**src/hdl/imu_cfg_pkg.sv**
```systemverilog
package imu_cfg_pkg;
  // Register byte addresses
  localparam logic [7:0] ADDR_IRQ_CFG = 8'h06;
  localparam logic [7:0] ADDR_TEMP_HI = 8'h09;
  localparam logic [7:0] ADDR_TEMP_LO = 8'h0a;
  localparam logic [7:0] ADDR_AX_HI = 8'h0b;
  localparam logic [7:0] ADDR_AX_LO = 8'h0c;
  localparam logic [7:0] ADDR_AY_HI = 8'h0d;
  localparam logic [7:0] ADDR_AY_LO = 8'h0e;
  localparam logic [7:0] ADDR_AZ_HI = 8'h0f;
  localparam logic [7:0] ADDR_AZ_LO = 8'h10;
  localparam logic [7:0] ADDR_GX_HI = 8'h11;
  localparam logic [7:0] ADDR_GX_LO = 8'h12;
  localparam logic [7:0] ADDR_GY_HI = 8'h13;
  localparam logic [7:0] ADDR_GY_LO = 8'h14;
  localparam logic [7:0] ADDR_GZ_HI = 8'h15;
  localparam logic [7:0] ADDR_GZ_LO = 8'h16;
  localparam logic [7:0] ADDR_STAMP_HI = 8'h17;
  localparam logic [7:0] ADDR_STAMP_LO = 8'h18;
  localparam logic [7:0] ADDR_FALL_LO = 8'h1d;
  localparam logic [7:0] ADDR_FALL_HI = 8'h1e;
  localparam logic [7:0] ADDR_POWER = 8'h1f;
  localparam logic [7:0] ADDR_RATE_CFG = 8'h20;
  localparam logic [7:0] ADDR_ACCEL_CFG = 8'h21;
  localparam logic [7:0] ADDR_TEMP_FILT = 8'h22;
  localparam logic [7:0] ADDR_RATE_FILT = 8'h23;
  localparam logic [7:0] ADDR_ACCEL_FILT = 8'h24;
  localparam logic [7:0] ADDR_MOTION = 8'h25;
  // Reset values
  localparam logic [7:0] RST_IRQ_CFG = 8'h00;
  localparam logic [15:0] RST_SAMPLE = 16'h8000;
  localparam logic [7:0] RST_POWER = 8'h80;
  localparam logic [7:0] RST_RATE_CFG = 8'h06;
  localparam logic [7:0] RST_ACCEL_CFG = 8'h06;
  localparam logic [7:0] RST_TEMP_FILT = 8'h00;
  localparam logic [7:0] RST_RATE_FILT = 8'h31;
  localparam logic [7:0] RST_ACCEL_FILT = 8'h31;
  localparam logic [7:0] RST_MOTION = 8'h08;
  localparam logic [7:0] UNMAPPED_READ = 8'h00;
  // Pin config bit positions, index 0 is pin a, 1 is pin b
  localparam int LATCH_BIT [2] = '{2, 5};
  localparam int DRIVE_BIT [2] = '{1, 4};
  localparam int LEVEL_BIT [2] = '{0, 3};
  // Field positions
  localparam int CLK_SEL_BIT = 7;
  localparam int IDLE_BIT = 4;
  localparam int GYRO_MODE_LSB = 2;
  localparam int ACCEL_MODE_LSB = 0;
  localparam int FS_LSB = 5;
  localparam int ODR_LSB = 0;
  localparam int TFILT_LSB = 4;
  localparam int AVG_LSB = 4;
  localparam int FILT_LSB = 0;
  // Field codes
  localparam logic [1:0] GYRO_CODE_STANDBY = 2'h1;
  localparam logic [1:0] MODE_CODE_LOW_POWER = 2'h2;
  localparam logic [1:0] MODE_CODE_LOW_NOISE = 2'h3;
  localparam logic [3:0] ODR_FIRST = 4'h5;
  localparam logic [3:0] RATE_CODE_LAST = 4'hc;
  localparam logic [3:0] ACCEL_CODE_LAST = 4'hf;
  localparam logic [3:0] ACCEL_NOISE_ONLY_LAST = 4'h6;
  localparam logic [3:0] ACCEL_POWER_ONLY_FIRST = 4'hd;
  localparam logic [2:0] FILT_BYPASS = 3'h0;
  localparam logic [2:0] TFILT_TOP = 3'h6;
  localparam logic [2:0] AVG_TOP = 3'h5;
  // Pin pulse timing
  localparam int CLK_PERIOD_NS = 40;
  localparam int IRQ_PULSE_NS = 100;
  localparam int IRQ_PULSE_CYCLES = (IRQ_PULSE_NS + CLK_PERIOD_NS - 1) / CLK_PERIOD_NS;

  typedef enum logic [1:0] {GYRO_OFF, GYRO_STANDBY, GYRO_LOW_NOISE} gyro_state_t;
  typedef enum logic [1:0] {ACCEL_OFF, ACCEL_LOW_POWER, ACCEL_LOW_NOISE} accel_state_t;

  typedef struct packed {
    logic [15:0] temp;
    logic [15:0] ax;
    logic [15:0] ay;
    logic [15:0] az;
    logic [15:0] gx;
    logic [15:0] gy;
    logic [15:0] gz;
  } sample_t;

  typedef struct packed {
    gyro_state_t gyro;
    accel_state_t accel;
    logic rc_osc_on;
    logic chip_off;
    logic lowpower_clock_choice;
    logic [1:0] rate_full_scale;
    logic [3:0] rate_output_rate;
    logic rate_odr_valid;
    logic [1:0] accel_full_scale;
    logic [3:0] accel_output_rate;
    logic accel_rate_valid;
    logic [2:0] temperature_filter_width;
    logic [2:0] rate_filter_width;
    logic [2:0] accel_filter_width;
    logic [2:0] accel_averaging;
    logic temp_lowpass_bypass;
    logic rate_lowpass_bypass;
    logic accel_lowpass_bypass;
  } cfg_t;
endpackage : imu_cfg_pkg

```
**src/hdl/imu_sensor_config_regs.sv**
```systemverilog
//
// Contract
// - Pin mode bit, 0 pulsed, 1 latched; bit 5 pin b, bit 2 pin a.
// - Pin drive bit, 0 open drain, 1 push-pull; bit 4 b, bit 1 a.
// - Pin polarity bit, 0 active low, 1 active high; bit 3 b, bit 0 a.
// - Temperature is a 16-bit word over high and low byte registers.
// - Packed 8-bit temperature is the upper byte, lower byte treated as zero.
// - Axis samples are 16-bit, upper byte at lower address.
// - Frame-sync delta held until the host reads the sync tag.
// - Fall duration 16-bit, low byte at lower address.
// - Power bit 7 picks low-power clock; changeable while running.
// - Idle bit keeps RC oscillator on; otherwise both sensors off means off state.
// - Gyro mode 00 off, 01 standby, 10 reserved, 11 low noise.
// - Accel mode 00/01 off, 10 low power, 11 low noise.
// - Gyro full scale at bits 6:5, codes 0 to 3.
// - Gyro rate codes 0101 to 1100 valid, others reserved.
// - Accel full scale at bits 6:5, codes 0 to 3.
// - Accel rate codes 0101 to 1111, with mode limits at both ends.
// - Temperature filter 000 bypass, 111 same as 110.
// - Gyro filter at bits 2:0, 000 bypass.
// - Averaging at bits 6:4, 101 and up is 64x; frozen in low power.
// - Accel filter uses the gyro table, 000 bypass.
`timescale 1ns/100ps
module imu_sensor_config_regs #(
  parameter int PULSE_CYCLES = imu_cfg_pkg::IRQ_PULSE_CYCLES
) (
  input wire logic clk_in,
  input wire logic nrst_in,
  input wire logic [7:0] reg_addr_in,
  input wire logic reg_wr_in,
  input wire logic reg_rd_in,
  input wire logic [7:0] reg_wdata_in,
  output logic [7:0] reg_rdata_out,
  input wire logic sample_valid_in,
  input wire imu_cfg_pkg::sample_t sample_in,
  input wire logic frame_sync_input_in,
  input wire logic sync_tag_read_in,
  input wire logic fall_valid_in,
  input wire logic [15:0] fall_duration_count_in,
  input wire logic [1:0] irq_event_in,
  input wire logic [1:0] irq_clear_in,
  output logic irq_out_a_out,
  output logic irq_out_a_oe_n_out,
  output logic irq_out_b_out,
  output logic irq_out_b_oe_n_out,
  output imu_cfg_pkg::cfg_t cfg_out,
  output logic [7:0] temp_packet_byte_out
);
  import imu_cfg_pkg::*;

  if (PULSE_CYCLES < 1 || PULSE_CYCLES > 255) begin : g_bad_pulse
    $error("PULSE_CYCLES out of range");
  end

  logic [7:0] irq_cfg;
  logic [7:0] power;
  logic [7:0] rate_cfg;
  logic [7:0] accel_cfg;
  logic [7:0] temp_filt;
  logic [7:0] rate_filt;
  logic [7:0] accel_filt;
  logic [7:0] motion_cfg;
  sample_t samples;
  logic [15:0] fall_dur;
  logic [15:0] stamp;
  logic [15:0] delta_cnt;
  logic sync_prev;
  logic sync_armed;
  logic stamp_held;
  cfg_t next_cfg;
  logic [7:0] next_rdata;

  // Write decode
  wire wr_irq = reg_wr_in && reg_addr_in == ADDR_IRQ_CFG;
  wire wr_power = reg_wr_in && reg_addr_in == ADDR_POWER;
  wire wr_rate = reg_wr_in && reg_addr_in == ADDR_RATE_CFG;
  wire wr_accel = reg_wr_in && reg_addr_in == ADDR_ACCEL_CFG;
  wire wr_tfilt = reg_wr_in && reg_addr_in == ADDR_TEMP_FILT;
  wire wr_rfilt = reg_wr_in && reg_addr_in == ADDR_RATE_FILT;
  wire wr_afilt = reg_wr_in && reg_addr_in == ADDR_ACCEL_FILT;
  wire wr_motion = reg_wr_in && reg_addr_in == ADDR_MOTION;

  // Averaging is frozen while the accel runs in low power
  wire accel_low_power = cfg_out.accel == ACCEL_LOW_POWER;
  wire [2:0] avg_keep = accel_filt[AVG_LSB +: 3];
  wire [2:0] avg_new = accel_low_power ? avg_keep : reg_wdata_in[AVG_LSB +: 3];
  wire [7:0] accel_filt_wr = {reg_wdata_in[7], avg_new, reg_wdata_in[3:0]};

  // Frame-sync edge and capture on the output-rate sample
  wire sync_rise = frame_sync_input_in && !sync_prev;
  wire stamp_take = sample_valid_in && sync_armed && !stamp_held;
  wire [15:0] delta_inc = (delta_cnt == 16'hffff) ? delta_cnt : delta_cnt + 16'h0001;

  always_ff @(posedge clk_in or negedge nrst_in) begin
    if (!nrst_in) begin
      irq_cfg <= RST_IRQ_CFG;
      power <= RST_POWER;
      rate_cfg <= RST_RATE_CFG;
      accel_cfg <= RST_ACCEL_CFG;
      temp_filt <= RST_TEMP_FILT;
      rate_filt <= RST_RATE_FILT;
      accel_filt <= RST_ACCEL_FILT;
      motion_cfg <= RST_MOTION;
    end else begin
      if (wr_irq) irq_cfg <= reg_wdata_in;
      if (wr_power) power <= reg_wdata_in;
      if (wr_rate) rate_cfg <= reg_wdata_in;
      if (wr_accel) accel_cfg <= reg_wdata_in;
      if (wr_tfilt) temp_filt <= reg_wdata_in;
      if (wr_rfilt) rate_filt <= reg_wdata_in;
      if (wr_afilt) accel_filt <= accel_filt_wr;
      if (wr_motion) motion_cfg <= reg_wdata_in;
    end
  end

  always_ff @(posedge clk_in or negedge nrst_in) begin
    if (!nrst_in) begin
      samples <= {7{RST_SAMPLE}};
      fall_dur <= '0;
    end else begin
      if (sample_valid_in) samples <= sample_in;
      if (fall_valid_in) fall_dur <= fall_duration_count_in;
    end
  end

  always_ff @(posedge clk_in or negedge nrst_in) begin
    if (!nrst_in) begin
      sync_prev <= 1'b0;
      sync_armed <= 1'b0;
      stamp_held <= 1'b0;
      delta_cnt <= '0;
      stamp <= '0;
    end else begin
      sync_prev <= frame_sync_input_in;
      delta_cnt <= sync_rise ? 16'h0000 : delta_inc;
      sync_armed <= sync_rise || (sync_armed && !stamp_take);
      // A capture never coincides with a release: capture needs the stamp free
      stamp_held <= stamp_take || (stamp_held && !sync_tag_read_in);
      if (stamp_take) stamp <= delta_cnt;
    end
  end

  // Decode of the stored fields; reserved codes fall back to safe states
  always_comb begin
    next_cfg = '0;
    unique case (power[GYRO_MODE_LSB +: 2])
      GYRO_CODE_STANDBY: next_cfg.gyro = GYRO_STANDBY;
      MODE_CODE_LOW_NOISE: next_cfg.gyro = GYRO_LOW_NOISE;
      default: next_cfg.gyro = GYRO_OFF;
    endcase
    unique case (power[ACCEL_MODE_LSB +: 2])
      MODE_CODE_LOW_POWER: next_cfg.accel = ACCEL_LOW_POWER;
      MODE_CODE_LOW_NOISE: next_cfg.accel = ACCEL_LOW_NOISE;
      default: next_cfg.accel = ACCEL_OFF;
    endcase
    next_cfg.lowpower_clock_choice = power[CLK_SEL_BIT];
    next_cfg.rc_osc_on = power[IDLE_BIT] || next_cfg.gyro != GYRO_OFF || next_cfg.accel != ACCEL_OFF;
    next_cfg.chip_off = !next_cfg.rc_osc_on;
    next_cfg.rate_full_scale = rate_cfg[FS_LSB +: 2];
    next_cfg.rate_output_rate = rate_cfg[ODR_LSB +: 4];
    next_cfg.rate_odr_valid = rate_cfg[ODR_LSB +: 4] >= ODR_FIRST && rate_cfg[ODR_LSB +: 4] <= RATE_CODE_LAST;
    next_cfg.accel_full_scale = accel_cfg[FS_LSB +: 2];
    next_cfg.accel_output_rate = accel_cfg[ODR_LSB +: 4];
    next_cfg.accel_rate_valid = accel_cfg[ODR_LSB +: 4] >= ODR_FIRST && accel_cfg[ODR_LSB +: 4] <= ACCEL_CODE_LAST
      && !(next_cfg.accel == ACCEL_LOW_POWER && accel_cfg[ODR_LSB +: 4] <= ACCEL_NOISE_ONLY_LAST)
      && !(next_cfg.accel == ACCEL_LOW_NOISE && accel_cfg[ODR_LSB +: 4] >= ACCEL_POWER_ONLY_FIRST);
    next_cfg.temperature_filter_width = (temp_filt[TFILT_LSB +: 3] > TFILT_TOP) ? TFILT_TOP
      : temp_filt[TFILT_LSB +: 3];
    next_cfg.temp_lowpass_bypass = temp_filt[TFILT_LSB +: 3] == FILT_BYPASS;
    next_cfg.rate_filter_width = rate_filt[FILT_LSB +: 3];
    next_cfg.rate_lowpass_bypass = rate_filt[FILT_LSB +: 3] == FILT_BYPASS;
    next_cfg.accel_filter_width = accel_filt[FILT_LSB +: 3];
    next_cfg.accel_lowpass_bypass = accel_filt[FILT_LSB +: 3] == FILT_BYPASS;
    next_cfg.accel_averaging = (accel_filt[AVG_LSB +: 3] > AVG_TOP) ? AVG_TOP : accel_filt[AVG_LSB +: 3];
  end

  // Read decode
  always_comb begin
    unique case (reg_addr_in)
      ADDR_IRQ_CFG: next_rdata = irq_cfg;
      ADDR_TEMP_HI: next_rdata = samples.temp[15:8];
      ADDR_TEMP_LO: next_rdata = samples.temp[7:0];
      ADDR_AX_HI: next_rdata = samples.ax[15:8];
      ADDR_AX_LO: next_rdata = samples.ax[7:0];
      ADDR_AY_HI: next_rdata = samples.ay[15:8];
      ADDR_AY_LO: next_rdata = samples.ay[7:0];
      ADDR_AZ_HI: next_rdata = samples.az[15:8];
      ADDR_AZ_LO: next_rdata = samples.az[7:0];
      ADDR_GX_HI: next_rdata = samples.gx[15:8];
      ADDR_GX_LO: next_rdata = samples.gx[7:0];
      ADDR_GY_HI: next_rdata = samples.gy[15:8];
      ADDR_GY_LO: next_rdata = samples.gy[7:0];
      ADDR_GZ_HI: next_rdata = samples.gz[15:8];
      ADDR_GZ_LO: next_rdata = samples.gz[7:0];
      ADDR_STAMP_HI: next_rdata = stamp[15:8];
      ADDR_STAMP_LO: next_rdata = stamp[7:0];
      ADDR_FALL_LO: next_rdata = fall_dur[7:0];
      ADDR_FALL_HI: next_rdata = fall_dur[15:8];
      ADDR_POWER: next_rdata = power;
      ADDR_RATE_CFG: next_rdata = rate_cfg;
      ADDR_ACCEL_CFG: next_rdata = accel_cfg;
      ADDR_TEMP_FILT: next_rdata = temp_filt;
      ADDR_RATE_FILT: next_rdata = rate_filt;
      ADDR_ACCEL_FILT: next_rdata = accel_filt;
      ADDR_MOTION: next_rdata = motion_cfg;
      default: next_rdata = UNMAPPED_READ;
    endcase
  end

  always_ff @(posedge clk_in or negedge nrst_in) begin
    if (!nrst_in) begin
      reg_rdata_out <= UNMAPPED_READ;
      cfg_out <= '0;
      temp_packet_byte_out <= RST_SAMPLE[15:8];
    end else begin
      if (reg_rd_in) reg_rdata_out <= next_rdata;
      cfg_out <= next_cfg;
      // Packet temperature keeps only the upper byte
      temp_packet_byte_out <= samples.temp[15:8];
    end
  end

  // Interrupt pins
  wire [1:0] pin_q;
  wire [1:0] oe_n_q;
  wire [1:0] active;
  for (genvar i = 0; i < 2; i++) begin : g_pin
    logic latched;
    logic [7:0] pulse_cnt;
    logic pin_r;
    logic oe_n_r;
    wire latch_mode = irq_cfg[LATCH_BIT[i]];
    wire push_pull = irq_cfg[DRIVE_BIT[i]];
    wire level_high = irq_cfg[LEVEL_BIT[i]];
    wire next_active = latch_mode ? latched : (pulse_cnt != 8'h00);
    wire pin_level = next_active ? level_high : !level_high;
    assign active[i] = next_active;
    assign pin_q[i] = pin_r;
    assign oe_n_q[i] = oe_n_r;
    always_ff @(posedge clk_in or negedge nrst_in) begin
      if (!nrst_in) begin
        latched <= 1'b0;
        pulse_cnt <= 8'h00;
        pin_r <= 1'b0;
        oe_n_r <= 1'b1;
      end else begin
        // Set wins over a clear in the same cycle
        latched <= irq_event_in[i] || (latched && !irq_clear_in[i]);
        if (irq_event_in[i]) begin
          pulse_cnt <= 8'(PULSE_CYCLES);
        end else if (pulse_cnt != 8'h00) begin
          pulse_cnt <= pulse_cnt - 8'h01;
        end
        // Open drain only pulls low and floats for a high level
        pin_r <= push_pull && pin_level;
        oe_n_r <= !push_pull && pin_level;
      end
    end
  end
  assign irq_out_a_out = pin_q[0];
  assign irq_out_a_oe_n_out = oe_n_q[0];
  assign irq_out_b_out = pin_q[1];
  assign irq_out_b_oe_n_out = oe_n_q[1];

  // Cycles since the last pin b event, saturating; bounds the pulse without a long repetition
  logic [8:0] since_evt_b;
  always_ff @(posedge clk_in or negedge nrst_in) begin
    if (!nrst_in) begin
      since_evt_b <= 9'h1ff;
    end else if (irq_event_in[1]) begin
      since_evt_b <= 9'h000;
    end else if (since_evt_b != 9'h1ff) begin
      since_evt_b <= since_evt_b + 9'h001;
    end
  end
endmodule : imu_sensor_config_regs

```
**config.mk**
```make
export PLATFORM = sky130hd
export DESIGN_NAME = imu_sensor_config_regs
export DESIGN_NICKNAME = d
export VERILOG_FILES = /design/src/hdl/imu_cfg_pkg.sv /design/src/hdl/imu_sensor_config_regs.sv
export SDC_FILE = /design/constraint.sdc
export NUM_CORES = 1
export LEC_CHECK = 0
export BUFFER_PORTS_ARGS = -buffer_cell sky130_fd_sc_hd__buf_2
export CELL_PAD_IN_SITES_DETAIL_PLACEMENT = 0
export CELL_PAD_IN_SITES_GLOBAL_PLACEMENT = 1
export CORE_MARGIN = 8
export CORE_UTILIZATION = 39
export CTS_CLUSTER_SIZE = 14
export DETAILED_ROUTE_END_ITERATION = 8
export HOLD_SLACK_MARGIN = 0.02
export PLACE_DENSITY = 0.78
export SYNTH_ARGS = -nofsm -noshare
export SYNTH_HDL_FRONTEND = slang
export SYNTH_SLANG_ARGS = --single-unit
```
**constraint.sdc**
```tcl
create_clock -name clk_in -period 4.03 [get_ports clk_in]
set_clock_uncertainty 0.05 [all_clocks]
set_input_delay 0.6045 -clock clk_in [delete_from_list [all_inputs] [get_ports clk_in]]
set_output_delay 0.6045 -clock clk_in [all_outputs]
set_load 0.03 [all_outputs]
```
==> flow_metrics.env <==
export IMPL_synth_top_flop_cell="dfrtp_1"
export IMPL_yosysTopAreaCell="dfrtp_1"
export IMPL_yosysTopAreaCellShare_pct=52.5
export IMPL_hold_path_class="in2async"
export IMPL_p_per_area_nw_per_um2=470
export IMPL_met2_length_um=18800
export IMPL_cts_buffer_depth=3
export IMPL_rows=67
export IMPL_yosysWarningCount=0
export IMPL_cp_required_ns=4.36
export IMPL_vias_per_cell=5.53
export IMPL_totalWireLength_um=40600
export IMPL_syn_avg_cell_area_um2=12.8
export IMPL_worstMarginPinSlew_ns=1.17
export IMPL_dr_pass1_iters=5
export IMPL_drive_gt1_share_pct=42.9
export IMPL_synthToLayoutAreaGrowth_pct=20.3
export IMPL_synth_edf_count=0
export IMPL_postPlaceCellArea_um2=14900
export IMPL_vias=9506
export IMPL_top_layer_used="met5"
export IMPL_finalSetupTns_ns=0
export IMPL_path_max_fanout=26
export IMPL_grt_pass1_vias=10000
export IMPL_timing_final_max_slew_violations=0
export IMPL_setup_violations=0
export IMPL_drc=0
export IMPL_switching_share_pct=25.6
export IMPL_rsz0062_at_grt="false"
export IMPL_worst_slack_ns=1.37
export IMPL_ctsHoldBuffers=0
export IMPL_p_switching_mw=1.92
export IMPL_clock_sinks=301
export IMPL_synthTopCellsByArea="dfrtp_1 52%, mux2_2 18%, dfstp_2 4.3%"
export IMPL_internal_power_mw=5.59
export IMPL_async_flop_share_pct=100
export IMPL_fin_crit_sh_pct=65.9
export IMPL_cts_resized=0
export IMPL_io_pins=212
export IMPL_final_nets=1408
export IMPL_crit_arrival_ns=2.99
export IMPL_fill_cells=3029
export IMPL_max_freq_ghz=0.377
export IMPL_cts_buffers=34
export IMPL_netlist_instances=1038
export IMPL_cp_start_kind="input pin"
export IMPL_peakVddDrop_mv=0.278
export IMPL_antenna_cells=0
export IMPL_yosysMostFrequentCell="dfrtp_1"
export IMPL_coreArea_um2=33500
export IMPL_dp_slack_ns=0.932
export IMPL_p_leak_nw=7.34
export IMPL_hold_viol_final=0
export IMPL_multi_input_area_um2=5420
export IMPL_wl_met1_um=17900
export IMPL_ant_nets=0
export IMPL_p_comb_share_pct=11.8
export IMPL_grt_pass1_wl_um=61700
export IMPL_hpwlAfterDp_um=30000
export IMPL_wl_per_cell_um=23.6
export IMPL_insertion_delay_ns=0.51
export IMPL_port_buffer_count=211
export IMPL_chipWidth_um=201
export IMPL_initial_core_util_pct=39.7
export IMPL_seqCellArea_um2=7560
export IMPL_post_cts_buffers=0
export IMPL_status="completed"
export IMPL_ys_seq_area_share_pct=56.8
export IMPL_netlist_top_cells_count="279 x dfrtp_1, 215 x mux2_2, 47 x nor2_1, 36 x clkbuf_1, 34 x nand2_1"
export IMPL_critPathKind="in2reg"
export IMPL_sequentialPowerShare_pct=46.8
export IMPL_die_area_um2=40300
export IMPL_p_clk_share_pct=41.4
export IMPL_max_slew_margin_pct=22.0
export IMPL_end_kind="flop"
export IMPL_die_h_um=201
export IMPL_drt_initial_drc_count=871
export IMPL_cts_tree="done"
export IMPL_grt_total_usage_pct=19.7
export IMPL_ys_seq_elements=301
export IMPL_met3_length_um=2930
export IMPL_htree_num_levels=2
export IMPL_clockRootBuffer="clkbuf_16"
export IMPL_netlist_area_um2=13300
export IMPL_grt_max_degree=114
export IMPL_synth_fp_nets=1199
export IMPL_final_min_clock_period_ns=2.66
export IMPL_grt_overflow_total=0
export IMPL_yosysUniqueCellTypes=75
export IMPL_max_cap_viol_count=0
export IMPL_gp_congestion=0.953
export IMPL_final_util_pct=47.7
export IMPL_antenna_found_initial=3
export IMPL_path_clk_slew_ns=0.06
export IMPL_hold_worst_slack_ns=0.0637
export IMPL_fin_area_um2=16000
-- through the flow --
step,total power [mW],instances
floorplan,4.04,1038
global placement,4.44,1659
finish,7.52,1718
global route,7.82,1718
CTS,7.60,1718
detailed placement,4.46,1659
-- critical path: stages --
cell and delay (ns):
buf_2 0.29, nor2b_1 0.97, nand3_1 0.64, mux2_2 0.45
-- routing by layer --
metal,track usage [%],up-vias
met5,0,-
met4,5.23,6
met3,4.65,68
met2,31.2,331
met1,26.7,4861
li1,-,4240
-- layout by cell type, fill, tap and decap left out, types with 7 or more instances in the layout --
cell type  instances
dfrtp_1          279
mux2_2           215
buf_2            209
nor2_1            47
clkbuf_16         35
nand2_1           34
nand3_1           32
o21ai_0           28
mux2i_1           27
nor3_1            22
dfstp_2           22
a32oi_1           20
buf_4             20
a22oi_1           19
a21oi_1           18
xor2_1            15
nand2b_1          15
a22o_1            14
inv_1             13
nor2b_1           12
xnor2_1           10
and3_1            10
a221oi_1          10
nand4_1            7
a31oi_1            7
-- registers in the layout, indices dropped and copies added (netlist names) --
| signal | flops |
|---|---|
| reg_rdata_out | 8 |
| irq_cfg | 8 |
| accel_filt | 8 |
| stamp | 16 |
| temp_packet_byte_out | 8 |
| sync_armed | 1 |
| delta_cnt | 16 |
| irq_out_b_oe_n_out | 1 |
| g_pin.latched | 2 |
| rate_filt | 8 |
| accel_cfg | 8 |
| irq_out_a_oe_n_out | 1 |
| stamp_held | 1 |
| rate_cfg | 8 |
| power | 8 |
| irq_out_b_out | 1 |
| samples | 112 |
| cfg_out | 36 |
| irq_out_a_out | 1 |
| g_pin.pulse_cnt | 16 |
| sync_prev | 1 |
| temp_filt | 8 |
| motion_cfg | 8 |
| fall_dur | 16 |
-- final timing paths --
check                                 startpoint                      end  slack (ns)  cells past startpoint
setup / recovery                  reg_addr_in[1]            motion_cfg[5]        1.37                      4
hold / removal                           nrst_in               irq_cfg[1]        0.06                      1
setup reg to reg           g_pin[1].pulse_cnt[4]            irq_out_b_out        1.70                      5
hold reg to reg                     samples[110]  temp_packet_byte_out[6]        0.33                      0
max in group asynchronous                nrst_in               cfg_out[4]        2.85                      2
min in group clk_in          frame_sync_input_in                sync_prev        0.18                      1
-- logic make-up after synthesis --
kind of cell / count (synthesis) / synth area share (%)
DFF: 301 / 56.8
adders and majority gates: 5 / 0.470
AOI/OAI and AO/OA: 160 / 8.80
xor gates and xnor gates: 25 / 1.65
and+or+nand+nor: 231 / 9.61
muxes: 242 / 20.2
buffers and inverters: 74 / 2.40
-- cell type report --
cell class,instances,area share [%]
clock inverter,12,0.939
multi-input combinational,663,33.9
tap,448,3.50
timing repair buffer,233,7.95
clock buffer,47,6.13
inverter,14,0.329
sequential,301,47.3
-- power by group through the flow --
stage / Combinational [mW] / Clock [mW] / Sequential (mW)
2_1_floorplan: 0.501 / 0 / 3.54
3_3_place_gp: 0.875 / 0 / 3.57
3_5_place_dp: 0.892 / 0 / 3.57
4_1_cts: 0.897 / 3.19 / 3.52
5_1_grt: 0.972 / 3.30 / 3.55
6_report: 0.887 / 3.11 / 3.52
(Power assumes the default switching activity.)
